==> config.mk <==
export PLATFORM = sky130hd
export DESIGN_NAME = swc_top
export DESIGN_NICKNAME = d
export VERILOG_FILES = /design/src/logic/swc_pkg.sv /design/src/logic/swc_top.sv /design/src/logic/swc_wdt.sv
export VERILOG_INCLUDE_DIRS = /design/src /design/src/logic
export SDC_FILE = /design/constraint.sdc
export NUM_CORES = 1
export LEC_CHECK = 0
export BUFFER_PORTS_ARGS = -buffer_cell sky130_fd_sc_hd__buf_2
export CAP_MARGIN = 20
export CORE_MARGIN = 5
export CORE_UTILIZATION = 55
export CTS_CLUSTER_DIAMETER = 120
export CTS_CLUSTER_SIZE = 30
export DETAILED_ROUTE_END_ITERATION = 10
export PLACE_DENSITY = 0.83
export SETUP_SLACK_MARGIN = 0.05
export SYNTH_ARGS = -nofsm -noshare
export SYNTH_HDL_FRONTEND = slang
export SYNTH_SLANG_ARGS = --single-unit
==> constraint.sdc <==
create_clock -name core_clk -period 2.3 [get_ports core_clk]
set_input_delay 0.115 -clock core_clk [delete_from_list [all_inputs] [get_ports core_clk]]
set_output_delay 0.115 -clock core_clk [all_outputs]
set_load 0.02 [all_outputs]
==> src/logic/swc_consts.svh <==
// constants of the sleep and wake-up controller
`ifndef SWC_CONSTS_SVH
`define SWC_CONSTS_SVH
// ****************************************************************
// register map
// ****************************************************************
`define SWC_ADDR_W 4
`define SWC_REG_CTRL 4'h0
`define SWC_REG_STATUS 4'h1
`define SWC_REG_IRQ_EN 4'h2
`define SWC_REG_CAUSE 4'h3
`define SWC_REG_WDT_LIMIT 4'h4
// ctrl fields
`define SWC_CTRL_WDT_EN 0
`define SWC_CTRL_GIE 1
`define SWC_CTRL_OSC_LSB 2
`define SWC_CTRL_RESET 32'h0000_0001
// status fields
`define SWC_STAT_PD 0
`define SWC_STAT_TO 1
`define SWC_STAT_ASLEEP 2
`define SWC_STAT_STARTUP 3
// irq enable fields
`define SWC_IEN_EXT 0
`define SWC_IEN_PORT 1
`define SWC_IEN_CMP 2
`define SWC_IEN_RESET 32'h0000_0000
// ****************************************************************
// timing
// ****************************************************************
`define SWC_OST_PERIODS 1024
`define SWC_OSC_PER_CLK 1
`define SWC_OST_CYCLES (`SWC_OST_PERIODS / `SWC_OSC_PER_CLK)
`define SWC_WDT_LIMIT_RESET 32'h0000_ffff
`define SWC_IRQ_VECTOR 13'h0004
`endif

==> src/logic/swc_pkg.sv <==
// types of the sleep and wake-up controller
`include "swc_consts.svh"
package swc_pkg;
  typedef enum logic [1:0] {
    osc_rc,
    crystal_osc_mode,
    high_speed_osc_mode,
    low_power_osc_mode
  } swc_osc_e;
  typedef enum logic [1:0] {
    wake_none,
    wake_watchdog,
    wake_interrupt,
    wake_master_clear
  } swc_cause_e;
  typedef logic [`SWC_ADDR_W-1:0] swc_addr_t;
endpackage : swc_pkg

==> src/logic/swc_top.sv <==
// sleep and wake-up controller with avalon register slave
`include "swc_consts.svh"
module swc_top #(
  parameter int OST_CYCLES = `SWC_OST_CYCLES,
  parameter int PIN_W = 8
) (
  // clock and reset
  input wire logic core_clk,
  input wire logic rst,
  // avalon slave
  input wire swc_pkg::swc_addr_t avs_address,
  input wire logic avs_read,
  input wire logic avs_write,
  input wire logic [31:0] avs_writedata,
  output logic [31:0] avs_readdata,
  output logic avs_waitrequest,
  // core handshake
  input wire logic sleep_exec,
  input wire logic [12:0] pc_now,
  output logic [12:0] prefetch_addr,
  output logic core_run,
  output logic core_reset,
  output logic branch_vector,
  output logic [12:0] vector_addr,
  // wake sources
  input wire logic master_clear_pin_n,
  input wire logic external_int_pin,
  input wire logic port_change_flag,
  input wire logic comparator_flag,
  input wire logic wdt_osc_tick,
  // oscillator
  output logic osc_driver_en,
  // io hold
  input wire logic [PIN_W-1:0] pin_out_core,
  input wire logic [PIN_W-1:0] pin_oe_core,
  output logic [PIN_W-1:0] pin_out,
  output logic [PIN_W-1:0] pin_oe,
  // watchdog reset to the core, internal only
  output logic wdt_reset
);
  import swc_pkg::*;

  // ****************************************************************
  // state
  // ****************************************************************
  typedef enum logic [1:0] {
    st_run,
    st_sleep,
    st_startup,
    st_resume
  } swc_state_e;

  typedef struct packed {
    swc_state_e st;
    logic [1:0] master_clear_pin_sync;
    logic [1:0] ext_sync;
    logic [1:0] port_sync;
    logic [1:0] cmp_sync;
    logic ext_prev;
    logic ext_flag;
    logic wdt_en;
    logic global_irq_enable;
    swc_osc_e osc;
    logic [2:0] irq_en;
    logic [2:0] irq_en_at_sleep;
    logic pd;
    logic to;
    swc_cause_e cause;
    logic [31:0] wdt_limit;
    logic [15:0] ost_cnt;
    logic [12:0] prefetch;
    logic core_run;
    logic core_reset;
    logic branch;
    logic osc_en;
    logic [PIN_W-1:0] pin_out;
    logic [PIN_W-1:0] pin_oe;
    logic wdt_reset;
    logic wdt_clear;
    logic [31:0] rdata;
    logic ack;
  } swc_top_s;

  swc_top_s state_ff;
  swc_top_s nxt_state;
  logic wdt_timeout;

  initial begin
    if (OST_CYCLES < 1 || OST_CYCLES > 65535) begin
      $error("swc_top startup count out of range");
    end
    if (PIN_W < 1) begin
      $error("swc_top pin width too small");
    end
  end

  function automatic logic [2:0] pending(input logic [2:0] en, input logic [2:0] flg);
    pending = en & flg;
  endfunction : pending

  // ****************************************************************
  // watchdog
  // ****************************************************************
  swc_wdt #(
    .WIDTH(32)
  ) u_wdt (
    .core_clk(core_clk),
    .rst(rst),
    .enable(state_ff.wdt_en),
    .tick(wdt_osc_tick),
    .clear(state_ff.wdt_clear),
    .limit(state_ff.wdt_limit),
    .timeout(wdt_timeout)
  );

  // ****************************************************************
  // next state
  // ****************************************************************
  always_comb begin
    logic [2:0] flags;
    logic master_clear_pin_active;
    logic bus_req;
    flags = '0;
    master_clear_pin_active = 1'b0;
    bus_req = 1'b0;
    nxt_state = state_ff;
    nxt_state.master_clear_pin_sync = {state_ff.master_clear_pin_sync[0], ~master_clear_pin_n};
    nxt_state.ext_sync = {state_ff.ext_sync[0], external_int_pin};
    nxt_state.port_sync = {state_ff.port_sync[0], port_change_flag};
    nxt_state.cmp_sync = {state_ff.cmp_sync[0], comparator_flag};
    nxt_state.ext_prev = state_ff.ext_sync[1];
    nxt_state.wdt_clear = 1'b0;
    nxt_state.wdt_reset = 1'b0;
    nxt_state.core_reset = 1'b0;
    nxt_state.branch = 1'b0;
    nxt_state.ack = 1'b0;
    master_clear_pin_active = state_ff.master_clear_pin_sync[1];
    // rising edge on the external pin sets its flag
    if (state_ff.ext_sync[1] && !state_ff.ext_prev) begin
      nxt_state.ext_flag = 1'b1;
    end
    flags = {state_ff.cmp_sync[1], state_ff.port_sync[1], state_ff.ext_flag};

    // avalon slave, one wait cycle then answer
    bus_req = (avs_read || avs_write) && !state_ff.ack;
    if (bus_req) begin
      nxt_state.ack = 1'b1;
      nxt_state.rdata = '0;
      if (avs_address == `SWC_REG_CTRL) begin
        nxt_state.rdata = {28'h0, state_ff.osc, state_ff.global_irq_enable, state_ff.wdt_en};
      end else if (avs_address == `SWC_REG_STATUS) begin
        nxt_state.rdata = {28'h0, state_ff.st == st_startup, state_ff.st == st_sleep,
                           state_ff.to, state_ff.pd};
      end else if (avs_address == `SWC_REG_IRQ_EN) begin
        nxt_state.rdata = {28'h0, state_ff.ext_flag, state_ff.irq_en};
      end else if (avs_address == `SWC_REG_CAUSE) begin
        nxt_state.rdata = {30'h0, state_ff.cause};
      end else if (avs_address == `SWC_REG_WDT_LIMIT) begin
        nxt_state.rdata = state_ff.wdt_limit;
      end
    end
    // writes land at the edge where waitrequest is seen low
    if (state_ff.ack && avs_write) begin
      if (avs_address == `SWC_REG_CTRL) begin
        nxt_state.wdt_en = avs_writedata[`SWC_CTRL_WDT_EN];
        nxt_state.global_irq_enable = avs_writedata[`SWC_CTRL_GIE];
        nxt_state.osc = swc_osc_e'(avs_writedata[`SWC_CTRL_OSC_LSB +: 2]);
      end else if (avs_address == `SWC_REG_IRQ_EN) begin
        nxt_state.irq_en = avs_writedata[2:0];
        // writing one to bit 3 clears the external flag; a new edge wins
        if (avs_writedata[3] && !(state_ff.ext_sync[1] && !state_ff.ext_prev)) begin
          nxt_state.ext_flag = 1'b0;
        end
      end else if (avs_address == `SWC_REG_WDT_LIMIT) begin
        nxt_state.wdt_limit = avs_writedata;
      end
    end

    case (state_ff.st)
      st_run: begin
        nxt_state.pin_out = pin_out_core;
        nxt_state.pin_oe = pin_oe_core;
        if (wdt_timeout) begin
          nxt_state.wdt_reset = 1'b1;
          nxt_state.core_reset = 1'b1;
          nxt_state.to = 1'b0;
        end else if (sleep_exec) begin
          nxt_state.st = st_sleep;
          nxt_state.wdt_clear = 1'b1;
          nxt_state.pd = 1'b0;
          nxt_state.to = 1'b1;
          nxt_state.prefetch = pc_now + 13'h0001;
          nxt_state.irq_en_at_sleep = state_ff.irq_en;
          nxt_state.core_run = 1'b0;
          nxt_state.osc_en = 1'b0;
          nxt_state.cause = wake_none;
        end
      end
      st_sleep: begin
        // pins keep their last driven state
        if (wdt_timeout) begin
          nxt_state.to = 1'b0;
          nxt_state.cause = wake_watchdog;
          nxt_state.wdt_clear = 1'b1;
          nxt_state.osc_en = 1'b1;
          nxt_state.ost_cnt = '0;
          nxt_state.st = (state_ff.osc == osc_rc) ? st_resume : st_startup;
        end else if (|pending(state_ff.irq_en_at_sleep, flags)) begin
          nxt_state.cause = wake_interrupt;
          nxt_state.wdt_clear = 1'b1;
          nxt_state.osc_en = 1'b1;
          nxt_state.ost_cnt = '0;
          nxt_state.st = (state_ff.osc == osc_rc) ? st_resume : st_startup;
        end
      end
      st_startup: begin
        if (state_ff.ost_cnt == 16'(OST_CYCLES - 1)) begin
          nxt_state.st = st_resume;
        end else begin
          nxt_state.ost_cnt = state_ff.ost_cnt + 16'h0001;
        end
      end
      st_resume: begin
        nxt_state.core_run = 1'b1;
        nxt_state.st = st_run;
        // interrupt wake with gie set branches in the same cycle the core restarts
        nxt_state.branch = (state_ff.cause == wake_interrupt) && state_ff.global_irq_enable;
      end
      default: begin
        nxt_state.st = st_run;
      end
    endcase

    // master clear overrides the state machine, resets the core and clears gie
    if (master_clear_pin_active) begin
      nxt_state.st = st_run;
      nxt_state.core_reset = 1'b1;
      nxt_state.core_run = 1'b1;
      nxt_state.osc_en = 1'b1;
      nxt_state.wdt_clear = 1'b1;
      nxt_state.global_irq_enable = 1'b0;
      if (state_ff.st != st_run) begin
        nxt_state.cause = wake_master_clear;
      end
    end
  end

  always_ff @(posedge core_clk) begin
    if (rst) begin
      state_ff <= '0;
      state_ff.st <= st_run;
      state_ff.pd <= 1'b1;
      state_ff.to <= 1'b1;
      state_ff.wdt_en <= 1'(`SWC_CTRL_RESET);
      state_ff.global_irq_enable <= 1'b0;
      state_ff.osc <= osc_rc;
      state_ff.irq_en <= 3'(`SWC_IEN_RESET);
      state_ff.wdt_limit <= `SWC_WDT_LIMIT_RESET;
      state_ff.core_run <= 1'b1;
      state_ff.osc_en <= 1'b1;
    end else begin
      state_ff <= nxt_state;
    end
  end

  // ****************************************************************
  // outputs
  // ****************************************************************
  assign avs_readdata = state_ff.rdata;
  assign avs_waitrequest = ~state_ff.ack;
  assign prefetch_addr = state_ff.prefetch;
  assign core_run = state_ff.core_run;
  assign core_reset = state_ff.core_reset;
  assign branch_vector = state_ff.branch;
  assign vector_addr = `SWC_IRQ_VECTOR;
  assign osc_driver_en = state_ff.osc_en;
  assign pin_out = state_ff.pin_out;
  assign pin_oe = state_ff.pin_oe;
  assign wdt_reset = state_ff.wdt_reset;
endmodule : swc_top

==> src/logic/swc_wdt.sv <==
// watchdog counter running on its own oscillator tick
module swc_wdt #(
  parameter int WIDTH = 32
) (
  // clock and reset
  input wire logic core_clk,
  input wire logic rst,
  // control
  input wire logic enable,
  input wire logic tick,
  input wire logic clear,
  input wire logic [WIDTH-1:0] limit,
  // result
  output logic timeout
);
  typedef struct packed {
    logic [WIDTH-1:0] count;
    logic timeout;
  } swc_wdt_s;
  swc_wdt_s state_ff;
  swc_wdt_s nxt_state;

  initial begin
    if (WIDTH < 2) begin
      $error("swc_wdt width too small");
    end
  end

  always_comb begin
    nxt_state = state_ff;
    nxt_state.timeout = 1'b0;
    if (clear || !enable) begin
      nxt_state.count = '0;
    end else if (tick) begin
      if (state_ff.count >= limit) begin
        nxt_state.count = '0;
        nxt_state.timeout = 1'b1;
      end else begin
        nxt_state.count = state_ff.count + 1'b1;
      end
    end
  end

  always_ff @(posedge core_clk) begin
    if (rst) begin
      state_ff <= '0;
    end else begin
      state_ff <= nxt_state;
    end
  end

  assign timeout = state_ff.timeout;
endmodule : swc_wdt

==> run summary <==
The run finished with clean final reports. The number of placement rows is 45, and the count of synthesis-stage warnings from yosys is 0. The xor/xnor cell area share of the yosys netlist was 0.05693. Path depth of the worst reg2reg path: 10.

The maximum number of pins on one net before global-route repair is 58, and the setup skew after layout is 0.01036 ns. The run gives 32.09 mm as the wire length of the first global-routing pass. The end of the worst hold path was prefetch_addr[5]. The final number of max-transition violations is 0.

The worst-case headroom to the max-slew limit is 0.6610. The total CTS buffers is 17, and the final period demand of the worst path is 2.171 ns. The starting density of the core is 0.5526, and the critical path's largest stage delay is 0.45 ns. Share of cells above drive strength 1: 0.1968. The fraction of the cycle the final worst path needs works out to 0.9439.

Summed negative setup slack over all endpoints: 0 ns. The count of endpoints failing hold in the final timing report is 0. The worst hold path belongs to the class in2reg. Summed over all layers, the routed wires come to 19.80 mm.

The per-instance average area after synthesis came out at 8.618 um2. STA classifies the critical path startpoint as a flip-flop. STA puts the critical path data arrival time at 2.49 ns. The reported leakage power is 4.353 nW, and the fraction of registers with async set/reset is 0. STA classifies the critical path endpoint as a flip-flop. The source of the worst hold timing path was pc_now[5]. For the post-synth design cell area, the log shows 8308 um2.

The worst register-to-register path ends at u_wdt.state_ff[15]. Walking the worst path, the cells encountered are inv_1 > ha_1 > and3_1 > nand3_1 > nor4_2 > o21ai_2 > nand4_1 > buf_4 > buf_2 > nor2_1. Transition time of the tightest slew-check pin: 0.5043 ns. The maximum vdd ir drop is 0.5695 mV, and the area fraction in and, or, nand and nor cells after synthesis is 0.1896. Of all nets on the critical path, the largest fanout is 7. Synthesis inferred 175 register bits. The run gives 0 as the remaining global-route overflow. The dominant combinational cell family by area after synthesis was simple AND/OR/NAND/NOR gates. Most common flop cell mapped by yosys: sky130_fd_sc_hd__dfxtp_1.

The share of cell area taken by muxes after synthesis was 0.03539; the slack of the worst reg-to-reg path was 0.13 ns. The tools report the root cell of the clock tree as sky130_fd_sc_hd__clkbuf_16. 155 I/O pins were placed. The final layout contains 1209 nets. The startpoint identified for the worst register-to-register timing path is state_ff[114]. The tools report the number of optimization iterations in the first detailed-route pass as 6. The logs give 0.8424 for the global placement routability congestion and 6906 for the total via count in the routed design.

The via density per instance works out to 5.320. Setup repair after global routing left no endpoint under its margin. The synthesized design contains 0 enable-type register cells. The run gives 4 as the depth of the CTS H-tree. The initial antenna violation count is 4.

Along the worst hold path, the cell count comes to 3. The total chip power is 7.826 mW. The worst endpoint required time is 2.62 ns, and the number of sinks driven by the clock tree is 175.

Derived from the worst setup path, the maximum achievable clock frequency is 460.6 MHz. The sequential element share of the synthesized area is 0.4217, and the area growth from synthesis to final layout is 19.80%. TritonCTS built the clock tree. Setup violations remaining at the end of the flow were counted as 0. In this run the standard cell core region covers 15030 um2. The sequential cells in the finished layout cover a total of 3507 um2.

The count of unique library cells instantiated by Yosys was 57; the antenna violation net count after detailed routing was 0. In this run the deepest clock path goes through 2 buffers. The global-route usage over all layers came out at 0.2198. The first routing iteration left 516 violations.

In the final routed layout, each cell accounts on average for 15.25 um. The insertion delay of the later-clocked pin in the worst-skew pair is 0.43 ns, and the floorplan die width is 132.9 um. After detailed routing, the number of remaining DRC violations is 0. Clock-pin slew was measured on the worst setup and hold paths at 0.06 ns. The post-DP HPWL was 13.07 mm. Power spread over the standard cell area amounts to 786.3 nW/um2. The slowest stage of the critical path is the sky130_fd_sc_hd__nor4_2 cell. The compound-cell area share of the yosys netlist was 0.1291. The multi-input combinational cells in the finished layout cover a total of 3983 um2. Die boundary height: 132.9 um. The adder-cell area share of the yosys netlist was 0.05873; the number of max-cap violations was 0.

The number of global-route vias before repair was 6673; the count of port buffers added during placement was 141. The critical path class is reg2reg. For the die area, the log shows 17660 um2. For the synthesized instance count, the log shows 964. The run gives 1163 as the layout filler cell count.
## cell type report
cell class / instances / share of cell area
repair buffers: 218 / 0.1453
multi-input cells: 640 / 0.4001
diodes: 2 / 0.0005028
inverters: 43 / 0.01622
flip-flops and latches: 175 / 0.3524
well taps: 188 / 0.02363
clock inverters: 12 / 0.01596
clock buffers: 20 / 0.04588
## cells by family (layout without fill, tap and decap cells)
| group | count (synthesis) | in the layout |
|---|---|---|
| buffers and inverters | 160 | 293 |
| multiplexers | 29 | 29 |
| AND/OR/NAND/NOR | 350 | 350 |
| flip-flops | 175 | 175 |
| adder cells (fa/ha/maj) | 39 | 39 |
| AO/OA/AOI/OAI | 155 | 155 |
| XOR/XNOR | 54 | 54 |
| other | 2 | 15 |
## critical path, delay by kind of cell (launching register included)
family / cells / cell delay [ns]
buf+inv: 3 / 0.41
simple gates: 5 / 0.88
flops: 1 / 0.36
fa+ha+maj: 1 / 0.29
compound gates: 1 / 0.12
## where the power goes
| part | leakage [nW] | internal, mW | switching [mW] |
|---|---|---|---|
| Combinational | 2.63 | 0.597 | 0.904 |
| Clock | 0.297 | 1.77 | 1.19 |
| Sequential | 1.42 | 3.24 | 0.122 |
## worst max-delay path by stage
stage | slack (ns) | to | from
final | 0.13 | u_wdt.state_ff[15] | state_ff[114]
after floorplan | 0.21 | state_ff[83] | state_ff[68]
after global routing | 0.04 | u_wdt.state_ff[30] | state_ff[101]
after global placement | 0.18 | state_ff[83] | state_ff[68]
after detailed placement | 0.12 | state_ff[83] | state_ff[68]
after CTS | 0.07 | u_wdt.state_ff[17] | state_ff[114]
## layer usage
layer / track usage / up-vias / wire length, um / share of wire
met3: 0.05817 / 39 / 1222 / 0.062
met5: 0 / - / 25 / 0.0013
met4: 0.08372 / 4 / 480 / 0.024
met1: 0.2779 / 3163 / 8785 / 0.44
li1: - / 3461 / - / -
met2: 0.3598 / 239 / 9282 / 0.47
## synthesized netlist by cell type (17+ instances only)
cell type,number,area (um2)
sky130_fd_sc_hd__ha_1,39,488.0
sky130_fd_sc_hd__nor2b_1,19,118.9
sky130_fd_sc_hd__a211oi_1,17,127.6
sky130_fd_sc_hd__mux2i_1,26,260.3
sky130_fd_sc_hd__inv_1,43,161.4
sky130_fd_sc_hd__xor2_1,41,359.1
sky130_fd_sc_hd__nand2_1,79,296.5
sky130_fd_sc_hd__buf_4,74,555.5
sky130_fd_sc_hd__nand3_1,23,115.1
sky130_fd_sc_hd__a22oi_1,31,232.7
sky130_fd_sc_hd__nand4_1,19,118.9
sky130_fd_sc_hd__clkbuf_1,30,112.6
sky130_fd_sc_hd__dfxtp_1,175,3503
sky130_fd_sc_hd__a21oi_1,44,220.2
sky130_fd_sc_hd__a211o_1,17,148.9
sky130_fd_sc_hd__nor2_1,165,619.3
## registers in the layout, summed over array words and instances (netlist names)
name	count
prefetch_addr	13
pin_out	8
u_wdt.state_ff	32
state_ff	71
osc_driver_en	1
avs_readdata	32
branch_vector	1
core_reset	1
nxt_state	5
wdt_reset	1
u_wdt.timeout	1
core_run	1
pin_oe	8
## what timing repair did
action | CTS | global route
endpoints found under the setup margin | 0 | 39
hold buffers | 53 | 0
gates resized for setup | 0 | 12
buffers inserted | 0 | 2
endpoints found under the hold margin | 59 | 0
## metrics by stage
| stage | setup WS [ns] | utilization | cell area [um2] | hold slack, ns | cells |
|---|---|---|---|---|---|
| after global routing | 0.04200 | 0.6621 | 9953 | 0.03858 | 1298 |
| after global placement | 0.1761 | 0.5821 | 8751 | 0.2693 | 1207 |
| final | 0.1291 | 0.6621 | 9953 | 0.02897 | 1298 |
| after detailed placement | 0.1169 | 0.5821 | 8751 | 0.2688 | 1207 |
| after CTS | 0.06612 | 0.6583 | 9897 | 0.01077 | 1292 |
| after floorplan | 0.2108 | - | 8349 | 0.1817 | 975 |
## cells in the final DEF, fill, tap and decap left out, types with 3 or more instances in the layout
cell type and n:
sky130_fd_sc_hd__inv_1 43, sky130_fd_sc_hd__and3_1 8, sky130_fd_sc_hd__clkinv_4 4, sky130_fd_sc_hd__o21ai_0 10
sky130_fd_sc_hd__bufinv_16 3, sky130_fd_sc_hd__a211oi_1 17, sky130_fd_sc_hd__buf_4 19, sky130_fd_sc_hd__buf_2 142
sky130_fd_sc_hd__a22oi_1 31, sky130_fd_sc_hd__nand3_1 23, sky130_fd_sc_hd__o211ai_1 3, sky130_fd_sc_hd__a211o_1 17
sky130_fd_sc_hd__nor2_1 162, sky130_fd_sc_hd__xor2_1 41, sky130_fd_sc_hd__conb_1 13, sky130_fd_sc_hd__dfxtp_2 3
sky130_fd_sc_hd__a222oi_1 3, sky130_fd_sc_hd__o21ai_1 6, sky130_fd_sc_hd__nand2_1 79, sky130_fd_sc_hd__nor3_1 12
sky130_fd_sc_hd__a21oi_1 44, sky130_fd_sc_hd__ha_1 37, sky130_fd_sc_hd__xnor2_1 13, sky130_fd_sc_hd__a21o_1 3
sky130_fd_sc_hd__and2_1 7, sky130_fd_sc_hd__mux2i_1 26, sky130_fd_sc_hd__nand4_1 19, sky130_fd_sc_hd__nor2b_1 19
sky130_fd_sc_hd__clkbuf_16 17, sky130_fd_sc_hd__and4_1 6, sky130_fd_sc_hd__o21ai_2 3, sky130_fd_sc_hd__dfxtp_1 172
sky130_fd_sc_hd__dlygate4sd3_1 53
No activity file was read; power rests on OpenSTA's default activity.
